**src/design/ddw_pkg.sv**
```systemverilog
package ddw_pkg;

  // register map, byte addresses on the apb slave
  localparam logic [11:0] OFS_CTRL   = 12'h000;
  localparam logic [11:0] OFS_CHEN   = 12'h004;
  localparam logic [11:0] OFS_MODE   = 12'h008;
  localparam logic [11:0] OFS_STATUS = 12'h00C;
  localparam logic [11:0] OFS_PTR    = 12'h040;

  // status word field positions
  localparam int STS_BUSY      = 0;
  localparam int STS_ERR       = 1;
  localparam int STS_ACT_LSB   = 4;
  localparam int STS_STATE_LSB = 8;
  localparam int STS_PEND_LSB  = 16;

  // descriptor control word (word 0) field positions
  localparam int DSC_ELEM_LSB  = 0;
  localparam int DSC_SRC_WIDE  = 2;
  localparam int DSC_DST_WIDE  = 3;
  localparam int DSC_HALT      = 4;
  localparam int DSC_COUNT_LSB = 16;

  // descriptor word indices
  localparam logic [1:0] DW_CTRL = 2'h0;
  localparam logic [1:0] DW_SRC  = 2'h1;
  localparam logic [1:0] DW_DST  = 2'h2;
  localparam logic [1:0] DW_NEXT = 2'h3;

  // element width codes
  localparam logic [1:0] ELEM_8  = 2'h0;
  localparam logic [1:0] ELEM_16 = 2'h1;
  localparam logic [1:0] ELEM_32 = 2'h2;

  // ahb-lite encodings
  localparam logic [1:0] HTRANS_IDLE   = 2'h0;
  localparam logic [1:0] HTRANS_NONSEQ = 2'h2;
  localparam logic [2:0] HSIZE_BYTE    = 3'h0;
  localparam logic [2:0] HSIZE_HALF    = 3'h1;
  localparam logic [2:0] HSIZE_WORD    = 3'h2;

  typedef enum logic [2:0] {
    ST_IDLE,
    ST_FETCH,
    ST_READ,
    ST_WRITE,
    ST_DONE
  } ddw_state_type;

  typedef struct packed {
    logic        psel;
    logic        penable;
    logic        pwrite;
    logic [11:0] paddr;
    logic [31:0] pwdata;
  } ddw_apb_req_type;

  typedef struct packed {
    logic [31:0] prdata;
    logic        pready;
    logic        pslverr;
  } ddw_apb_rsp_type;

  typedef struct packed {
    logic [1:0]  htrans;
    logic [31:0] haddr;
    logic        hwrite;
    logic [2:0]  hsize;
    logic [31:0] hwdata;
  } ddw_ahb_out_type;

  typedef struct packed {
    logic [31:0] hrdata;
    logic        hready;
    logic        hresp;
  } ddw_ahb_in_type;

endpackage

```
**src/design/ddw_width_conv.sv**
```systemverilog
`timescale 1ns/10ps
module ddw_width_conv (
  input  wire logic [1:0]  elemW,    // element width code
  input  wire logic        srcWide,  // source access is a full word
  input  wire logic        dstWide,  // destination access is a full word
  input  wire logic [31:0] rdata,    // fetched bus word
  input  wire logic [1:0]  rdLo,     // source address low bits
  input  wire logic [31:0] elemIn,   // held element, low aligned
  input  wire logic [1:0]  wrLo,     // destination address low bits
  output logic      [31:0] elemOut,  // fetched element, low aligned
  output logic      [31:0] wdata     // word to drive on the write lanes
);
  import ddw_pkg::*;

  logic [31:0] mask;
  logic [31:0] shifted;

  always_comb begin
    case (elemW)
      ELEM_8:  mask = 32'h0000_00FF;
      ELEM_16: mask = 32'h0000_FFFF;
      default: mask = 32'hFFFF_FFFF;
    endcase
    // a narrow access carries its data on the lane chosen by the address
    shifted = srcWide ? rdata : (rdata >> {rdLo, 3'b000});
    elemOut = shifted & mask;
    // full-word destination: element low, upper bits zero
    wdata   = dstWide ? (elemIn & mask) : ((elemIn & mask) << {wrLo, 3'b000});
  end

endmodule // ddw_width_conv

```
**src/design/ddw_dma_ctrl.sv**
```systemverilog
// The APB slave port and the placing of the registers were decided locally.
`timescale 1ns/10ps
// Contract
// - element width selects 32, 16 or 8 bits
// - each access width is element or 32 bits
// - 8-bit from word read drops upper 24
// - 8-bit to word write zero-pads upper 24
// - 16-bit from word read drops upper 16
// - 16-bit to word write zero-pads upper 16
// - finished descriptor continues at chain link pointer
// - zero chain link pointer ends the chain
// - looped chains run until error or disable
// - activated triggers recorded in per-channel pending bits
// - level triggers need no local pending storage
// - pulse triggers are latched until serviced
// - priority decoder picks highest priority pending channel
// - engine takes new channel only when idle
// - engine fetches descriptor before moving data
// - all bus traffic through one ahb-lite master
// - cpu reaches control and status registers
// - halt_after_descriptor disables channel; disabled ignores triggers
module ddw_dma_ctrl #(
  parameter int NCH = 4                          // channel count, 2..8
) (
  input  wire logic                     ref_clk, // system clock
  input  wire logic                     nrst,    // async reset, active low
  input  wire ddw_pkg::ddw_apb_req_type apbReq,  // apb request from cpu
  output var  ddw_pkg::ddw_apb_rsp_type apbRsp,  // apb answer
  input  wire ddw_pkg::ddw_ahb_in_type  ahbIn,   // ahb-lite master inputs
  output var  ddw_pkg::ddw_ahb_out_type ahbOut,  // ahb-lite master outputs
  input  wire logic [NCH-1:0]           trigIn   // channel triggers
);
  import ddw_pkg::*;

  localparam int CW = $clog2(NCH);

  typedef struct packed {
    ddw_state_type          state;
    logic                   dataPh;
    ddw_ahb_out_type        ahb;
    ddw_apb_rsp_type        apb;
    logic                   ctrlEn;
    logic                   err;
    logic [NCH-1:0]         chEn;
    logic [NCH-1:0]         pulseMode;
    logic [NCH-1:0]         pend;
    logic [NCH-1:0]         trigPrev;
    logic [NCH-1:0][31:0]   ptr;
    logic [CW-1:0]          act;
    logic [1:0]             fetchIdx;
    logic [31:0]            descCtrl;
    logic [31:0]            srcAddr;
    logic [31:0]            dstAddr;
    logic [31:0]            nextPtr;
    logic [31:0]            elem;
    logic [15:0]            remain;
  } ddw_regs_type;

  ddw_regs_type s;
  ddw_regs_type n;

  logic [NCH-1:0] req;
  logic           anyReq;
  logic [CW-1:0]  win;
  logic [1:0]     elemW;
  logic           srcWide;
  logic           dstWide;
  logic [2:0]     elemSize;
  logic [31:0]    elemStep;
  logic [31:0]    accAddr;
  logic           accWrite;
  logic [2:0]     accSize;
  logic           accDone;
  logic           accErr;
  logic [31:0]    convElem;
  logic [31:0]    convWdata;
  logic           ptrHit;
  logic [CW-1:0]  ptrIdx;
  logic [31:0]    rdWord;
  logic [NCH-1:0] rise;

  assign apbRsp = s.apb;
  assign ahbOut = s.ahb;

  ////////////////////////////////////////////////////////////////////////////
  // descriptor decode and width conversion

  assign elemW   = s.descCtrl[DSC_ELEM_LSB +: 2];
  assign srcWide = s.descCtrl[DSC_SRC_WIDE] | (elemW == ELEM_32);
  assign dstWide = s.descCtrl[DSC_DST_WIDE] | (elemW == ELEM_32);

  always_comb begin
    case (elemW)
      ELEM_8:  begin elemSize = HSIZE_BYTE; elemStep = 32'h0000_0001; end
      ELEM_16: begin elemSize = HSIZE_HALF; elemStep = 32'h0000_0002; end
      default: begin elemSize = HSIZE_WORD; elemStep = 32'h0000_0004; end
    endcase
  end

  ddw_width_conv u_conv (
    .elemW   (elemW),
    .srcWide (srcWide),
    .dstWide (dstWide),
    .rdata   (ahbIn.hrdata),
    .rdLo    (s.srcAddr[1:0]),
    .elemIn  (s.elem),
    .wrLo    (s.dstAddr[1:0]),
    .elemOut (convElem),
    .wdata   (convWdata)
  );

  ////////////////////////////////////////////////////////////////////////////
  // requests and priority

  always_comb begin
    anyReq = 1'b0;
    win    = '0;
    for (int i = 0; i < NCH; i++) begin
      // level triggers are used as they stand, pulses through the latch
      req[i]  = s.chEn[i] & (s.pulseMode[i] ? s.pend[i] : trigIn[i]);
      rise[i] = trigIn[i] & ~s.trigPrev[i];
    end
    // lowest index has highest priority
    for (int i = NCH - 1; i >= 0; i--) begin
      if (req[i]) begin
        anyReq = 1'b1;
        win    = CW'(i);
      end
    end
  end

  ////////////////////////////////////////////////////////////////////////////
  // bus access selection

  always_comb begin
    accAddr  = s.srcAddr;
    accWrite = 1'b0;
    accSize  = HSIZE_WORD;
    case (s.state)
      ST_FETCH: accAddr = s.ptr[s.act] + {28'h000_0000, s.fetchIdx, 2'b00};
      ST_READ:  accSize = srcWide ? HSIZE_WORD : elemSize;
      ST_WRITE: begin
        accAddr  = s.dstAddr;
        accWrite = 1'b1;
        accSize  = dstWide ? HSIZE_WORD : elemSize;
      end
      default: accAddr = s.srcAddr;
    endcase
  end

  assign ptrHit = (apbReq.paddr >= OFS_PTR) && (apbReq.paddr < OFS_PTR + 12'(4 * NCH));
  assign ptrIdx = CW'((apbReq.paddr - OFS_PTR) >> 2);

  always_comb begin
    rdWord = 32'h0000_0000;
    rdWord[STS_BUSY] = (s.state != ST_IDLE);
    rdWord[STS_ERR] = s.err;
    rdWord[STS_ACT_LSB +: CW] = s.act;
    rdWord[STS_STATE_LSB +: 3] = s.state;
    rdWord[STS_PEND_LSB +: NCH] = s.pend;
  end

  ////////////////////////////////////////////////////////////////////////////
  // next state

  always_comb begin
    n = s;
    accDone = 1'b0;
    accErr  = 1'b0;

    // apb slave, one wait cycle then pready for a single cycle
    n.apb.pready  = 1'b0;
    n.apb.pslverr = 1'b0;
    if (apbReq.psel && apbReq.penable && !s.apb.pready) begin
      n.apb.pready = 1'b1;
      n.apb.prdata = 32'h0000_0000;
      if (apbReq.paddr == OFS_CTRL) begin
        n.apb.prdata[0] = s.ctrlEn;
        if (apbReq.pwrite) n.ctrlEn = apbReq.pwdata[0];
      end else if (apbReq.paddr == OFS_CHEN) begin
        n.apb.prdata[NCH-1:0] = s.chEn;
        if (apbReq.pwrite) n.chEn = apbReq.pwdata[NCH-1:0];
      end else if (apbReq.paddr == OFS_MODE) begin
        n.apb.prdata[NCH-1:0] = s.pulseMode;
        if (apbReq.pwrite) n.pulseMode = apbReq.pwdata[NCH-1:0];
      end else if (apbReq.paddr == OFS_STATUS) begin
        n.apb.prdata = rdWord;
        if (apbReq.pwrite && apbReq.pwdata[STS_ERR]) n.err = 1'b0;
      end else if (ptrHit) begin
        n.apb.prdata = s.ptr[ptrIdx];
        if (apbReq.pwrite) n.ptr[ptrIdx] = apbReq.pwdata;
      end else begin
        n.apb.pslverr = 1'b1;
      end
    end

    // single outstanding ahb transfer: address phase, then data phase
    if (s.state == ST_FETCH || s.state == ST_READ || s.state == ST_WRITE) begin
      if (!s.dataPh && s.ahb.htrans == HTRANS_IDLE) begin
        n.ahb.htrans = HTRANS_NONSEQ;
        n.ahb.haddr  = accAddr;
        n.ahb.hwrite = accWrite;
        n.ahb.hsize  = accSize;
      end else if (s.ahb.htrans == HTRANS_NONSEQ && ahbIn.hready) begin
        n.ahb.htrans = HTRANS_IDLE;
        n.ahb.hwdata = convWdata;
        n.dataPh     = 1'b1;
      end else if (s.dataPh && ahbIn.hready) begin
        n.dataPh = 1'b0;
        accDone  = 1'b1;
        accErr   = ahbIn.hresp;
      end
    end

    case (s.state)
      ST_IDLE: begin
        if (s.ctrlEn && anyReq) begin
          n.act       = win;
          n.pend[win] = 1'b0;
          n.fetchIdx  = 2'h0;
          n.state     = ST_FETCH;
        end
      end
      ST_FETCH: begin
        if (accDone) begin
          case (s.fetchIdx)
            DW_CTRL: n.descCtrl = ahbIn.hrdata;
            DW_SRC:  n.srcAddr  = ahbIn.hrdata;
            DW_DST:  n.dstAddr  = ahbIn.hrdata;
            default: n.nextPtr  = ahbIn.hrdata;
          endcase
          n.remain   = (s.fetchIdx == DW_CTRL) ? ahbIn.hrdata[DSC_COUNT_LSB +: 16] : s.remain;
          n.fetchIdx = s.fetchIdx + 2'h1;
          if (s.fetchIdx == DW_NEXT) n.state = ST_READ;
        end
      end
      ST_READ: begin
        if (accDone) begin
          n.elem  = convElem;
          n.state = ST_WRITE;
        end
      end
      ST_WRITE: begin
        if (accDone) begin
          n.srcAddr = s.srcAddr + (srcWide ? 32'h0000_0004 : elemStep);
          n.dstAddr = s.dstAddr + (dstWide ? 32'h0000_0004 : elemStep);
          n.remain  = s.remain - 16'h0001;
          n.state   = (s.remain == 16'h0000) ? ST_DONE : ST_READ;
        end
      end
      ST_DONE: begin
        n.state = ST_IDLE;
        if (s.nextPtr != 32'h0000_0000) n.ptr[s.act] = s.nextPtr;
        if (s.descCtrl[DSC_HALT]) begin
          n.chEn[s.act] = 1'b0;
        end else if (s.nextPtr != 32'h0000_0000 && s.ctrlEn && s.chEn[s.act]) begin
          // loops keep going; only error, disable or a halt descriptor stops them
          n.fetchIdx = 2'h0;
          n.state    = ST_FETCH;
        end
      end
      default: n.state = ST_IDLE;
    endcase

    // a bus error ends the channel and leaves a sticky flag
    if (accErr) begin
      n.err         = 1'b1;
      n.chEn[s.act] = 1'b0;
      n.state       = ST_IDLE;
    end

    // pulse latch; a new edge beats the clear on the take
    for (int i = 0; i < NCH; i++) begin
      n.trigPrev[i] = trigIn[i];
      if (!s.chEn[i]) begin
        n.pend[i] = 1'b0;
      end else if (s.pulseMode[i] && rise[i]) begin
        n.pend[i] = 1'b1;
      end
    end
  end

  always_ff @(posedge ref_clk or negedge nrst) begin
    if (!nrst) begin
      s <= '0;
    end else begin
      s <= n;
    end
  end

  logic [31:0] wrElem;
  assign wrElem = s.elem;
endmodule // ddw_dma_ctrl

```
**config.mk**
```make
export PLATFORM = sky130hd
export DESIGN_NAME = ddw_dma_ctrl
export DESIGN_NICKNAME = d
export VERILOG_FILES = /design/src/design/ddw_pkg.sv /design/src/design/ddw_width_conv.sv /design/src/design/ddw_dma_ctrl.sv
export SDC_FILE = /design/constraint.sdc
export NUM_CORES = 1
export LEC_CHECK = 0
export ABC_CLOCK_PERIOD_IN_PS = 4570
export BUFFER_PORTS_ARGS = -buffer_cell sky130_fd_sc_hd__buf_2
export CORE_MARGIN = 5
export CORE_UTILIZATION = 28
export DETAILED_ROUTE_END_ITERATION = 10
export PLACE_DENSITY = 0.55
export SETUP_SLACK_MARGIN = 0.2
export SLEW_MARGIN = 20
export SYNTH_ARGS = -nofsm -noshare
export SYNTH_HDL_FRONTEND = slang
export SYNTH_HIERARCHICAL = 1
export SYNTH_SLANG_ARGS = --single-unit
export TNS_END_PERCENT = 1
```
**constraint.sdc**
```tcl
create_clock -name ref_clk -period 4.57 [get_ports ref_clk]
set_input_delay 0.914 -clock ref_clk [delete_from_list [all_inputs] [get_ports ref_clk]]
set_output_delay 0.914 -clock ref_clk [all_outputs]
set_load 0.01 [all_outputs]
```
Word level (Yosys, flattened, before mapping)
Cells that the tools add are included.

Input bits: 87. Output and inout bits: 104. Flip-flop bits (word level): 434. Logic and storage cells: 291.

Reductions and logical operators: 57. Magnitude comparators: 8. Shift-type cells: 2. Muxes and demuxes: 125. $add $sub $neg: 6. Bitwise logic cells: 25. Eq/ne operators: 37.

Operator list (count): $mux 128 (9); $mux 32 (14); $bwmux 128 (2); $mux 130 (1); $bmux 32 s2 (2); $demux 32 s2 (2); $pmux 32 s2 (2); $pmux 64 s2 (1); $add 32x32->32 (2); $and 32x32->32 (2); $mux 64 (1); $mux 28 (2); $mux 16 (3); $mux 1 (44); $mux 4 (11); $add 32x4->32 (1); $pmux 16 s2 (1); $reduce_bool 32->1 (1); $shl 32x5->32 (1); $shr 32x5->32 (1); $mux 31 (1); $mux 3 (9); $eq 12x4->1 const B (2); $ne 3x1->1 const B (8); other kinds (47) (137).

Logic depth before layout (Yosys ltp)
Word-level depth: 16. Depth in mapped cells: 12.

Modules after synthesis
The synthesis kept the hierarchy.

Modules (own cells, without submodules): ddw_dma_ctrl (instances 1, area each 22577.9 sq um, cells an instance 2218); ddw_width_conv (instances 1, area each 1447.6 sq um, cells an instance 231).

Worst setup path after synthesis
OpenSTA, ideal clock, no wires.

Kind: register to register. From: register s (netlist bit rdWord[4]). To: register s (netlist bit ahbOut[45]). Path slack: 1342 ps. Clock period less this slack: 3228 ps. Library setup time: 133 ps. Arrival time: 3095 ps. Cell stages (with the launch flop): 13. Path through: dfrtp_1 buf_6 buf_2 buf_2 mux4_2 ha_1 a21o_1 nand3_1 or2_2 buf_6 xnor2_1 a222oi_1 o21ai_0.

Longest elaborated chain between the ends: 4.

RTL lines: start, declared (RTL line ddw_dma_ctrl.sv:59) `ddw_regs_type s;`; start signal, assigned (RTL line ddw_dma_ctrl.sv:287) `s <= n;`; $bmux 32 s2 (RTL line ddw_dma_ctrl.sv:140) `ST_FETCH: accAddr = s.ptr[s.act] + {28'h000_0000, s.fetchIdx, 2'b00};`; $mux 32 (implied by the code) (RTL line ddw_dma_ctrl.sv:140); $add 32x4->32 (RTL line ddw_dma_ctrl.sv:140); $pmux 32 s2 (RTL line ddw_dma_ctrl.sv:139) `case (s.state)`.

Every way passes these cells. The select of a mux whose other input is x is not followed. A chain may end at the register's enable or synchronous reset.

Worst setup path after layout
From: register s (netlist bit elemW[1]). To: register s[102] in the netlist's numbering.

Longest elaborated chain between the ends: 6.

RTL lines: $eq 2x1->1, or another cell as far along (RTL line ddw_dma_ctrl.sv:93) `case (elemW)`; $pmux 3 s2 or $or 1x1->1 (tied branches) (RTL line ddw_dma_ctrl.sv:93, ddw_dma_ctrl.sv:90); $mux 32 * (RTL line ddw_dma_ctrl.sv:246) `n.dstAddr = s.dstAddr + (dstWide ? 32'h0000_0004 : elemStep);`; $add 32x32->32 * (RTL line ddw_dma_ctrl.sv:246); $mux 64 * (RTL line ddw_dma_ctrl.sv:244) `if (accDone) begin`; $pmux 64 s2 * (RTL line ddw_dma_ctrl.sv:215) `case (s.state)`.

Mark *: on every way between the ends. The rest lies on a longest branch, timed or not. The select of a mux whose other input is x is not followed.

==> out/results.tsv <==
metric	value	unit
postPlaceCellArea	0.02536	mm^2
max-cap-violations	0	
port_buffers	188	
cp.arrival	3.93	ns
wl_met1	37110	um
p_per_area	500.5	mW/mm^2
ys.flop_type	dfrtp_1	
hpwl	59540	um
core	0.08515	mm^2
rr_endpoint	s[102]	
yosys.area.top_type	dfrtp_1	
endpoint_kind	flop	
relSlewSlack	0.2718	
ys_ff_latch	405	
clock_path_buffers	3	
fin_cells	3644	
cts.sink_count	405	
cts_setup_buffers	0	
synthTopCellsByArea	dfrtp_1 (42%), mux2i_1 (6.0%), mux2_2 (5.4%), o21ai_0 (5.2%), mux4_2 (5.1%)	
wirelength	83710	um
start_kind	flop	
crit_fanout	48	
dieArea	0.09176	mm^2
synth_most_common_cell	dfrtp_1	
die_h	302.9	um
grt_pass1_vias	18850	
cts.clk_slew.worst_paths	0.06	ns
drv_slew	0	
required	5.06	ns
dp.cells	3557	
rows	107	
initialDrtViolationCount	1833	
status	completed	
p_leak	0.01037	uW
drcViolationCount	0	
synth_common_cells	dfrtp_1 (405), nand2_1 (288), o21ai_0 (251)	
ir_drop	0.3864	mV
drive_gt1_frac	0.2127	
fin_crit_sh	0.7528	
rrSetupSlack	1.13	ns
synth_top_area_share	0.4218	
gp_congestion	0.8631	
final_nets	2565	
syn_inst	2449	
dp_slack	1.214	ns
hp-class	in2async	
synth_area	0.02403	mm^2
cts_tree	built	
p_total	13430	uW
fin_crit	3.440	ns
met2_length	38230	um
startpoint	elemW[1]	
antenna_found_initial	16	
viasPerCell	5.346	
path_class	reg2reg	
worstRegToRegCells	11	
crit_end	s[102]	
yosysUniqueCellTypes	85	
postCtsHoldBufs	0	
ant_nets	0	
report.final.setup_viol	0	
drt_pass1_iterations	8	
grt_first_pass_wirelength	124700	um
synth-warning-count	6	
top_layer_used	met5	
fin_ws	1.130	ns
grt_max_degree	89	
wl_met3	5840	um
fillerInstances	8877	
io_pins	191	
synthToLayoutAreaGrowth	11.67	%
ctsHtreeMaxLevel	2	
worst_slew_pin_slew	1.092	ns
vias	19480	
finalHoldViolations	0	
synth-edff-count	0	
synth_async_sr_flop_share	1.000	
wl_per_cell	22.97	um
finalSetupTns	0	ns
max_freq	290.7	MHz
cts_inserted_buffers	46	
clkLatencyLatePin	0.60	ns
synth_seq_area_share	0.4218	
post_cts_resized	0	
root_buffer	clkbuf_16	
rr_startpoint	elemW[1]	
rsz0062_at_grt	false	
start_util	0.2822	
design_area	0.02683	mm^2
grtUsageTotal	0.1770	
die_w	302.9	um
syn-mean-instance-area	9.810	um^2
overflow	0	
skew	0.03603	ns
[area by class of cell]
type / count / area [um^2] / area share
clock buffer: 63 / 1305 / 0.04864
antenna: 8 / 20.02 / 0.0007462
inverter: 36 / 135.1 / 0.005037
timing repair buffer: 241 / 1424 / 0.05307
clock inverter: 16 / 138.9 / 0.005177
tap: 1144 / 1431 / 0.05335
sequential: 405 / 10140 / 0.3778
multi-input combinational: 1731 / 12240 / 0.4562
[how the worst min path moves through the flow]
stage,to,slack [ns],cells past startpoint
floorplan,ahbOut[33],0.44,2
global placement,ahbOut[33],0.45,2
detailed placement,ahbOut[33],0.46,2
CTS,ahbOut[58],0.41,1
global route,ahbOut[58],0.41,1
finish,ahbOut[58],0.36,1
[logic make-up (layout without fill, tap and decap cells)]
logic type	Yosys count	in the layout	synth area share
AOI/OAI and AO/OA	655	655	0.1676
xor gates and xnor gates	21	21	0.007656
adders and majority gates	17	17	0.009791
buffers and inverters	314	356	0.07187
DFF	405	405	0.4218
muxes	327	327	0.1780
other	1	10	0.0001561
and+or+nand+nor	709	709	0.1432
[worst max-delay path, stage by stage (launching register included)]
cell and delay [ns]:
dfrtp_1 0.38, buf_4 0.26, nand2b_1 0.24, nor2_1 0.22
fa_1 0.26, a21oi_1 0.09, buf_4 0.17, or3_1 0.39
nor4_1 0.68, nand4_1 0.24, o31a_1 0.29, o22ai_1 0.12
[routing by layer]
layer  up-vias  global-route usage
met4         8             0.05238
li1       8939                   -
met5         -                   0
met2       656              0.2794
met1      9759              0.2459
met3       119             0.03692
[report_power, final]
group | internal (uW) | switching [uW]
clock | 2050 | 1580
combinational | 1710 | 2770
sequential | 4310 | 1000
total | 8070 | 5350
[through the flow]
step,hold slack [ns],utilization
after floorplan,0.4400,-
after global routing,0.4148,0.3149
after CTS,0.4051,0.3148
after detailed placement,0.4591,0.2978
after global placement,0.4503,0.2978
final,0.3640,0.3151
[state kept, by name, indices dropped and copies added (netlist names)]
signal and flops:
rdWord 10, wrElem 32, apbRsp 34, elemW 2
s 259, ahbOut 68
[cells in the final DEF (no fill, tap or decap), types with 20 or more instances in the layout]
cell type    n
buf_4       47
nor2_1     133
nand3_1     48
dfrtp_1    404
a21oi_1    140
mux4_2      54
o22ai_1     22
nor2b_1     28
nand2_1    288
nor4_1      26
and3_1      23
inv_1       36
mux2_2     116
nand4_1     20
nor3_1      36
clkbuf_16   46
mux2i_1    144
a221oi_1    30
a22oi_1     44
a31oi_1     32
buf_2      187
o21ai_0    249
Power figures use the tool's default switching activity.
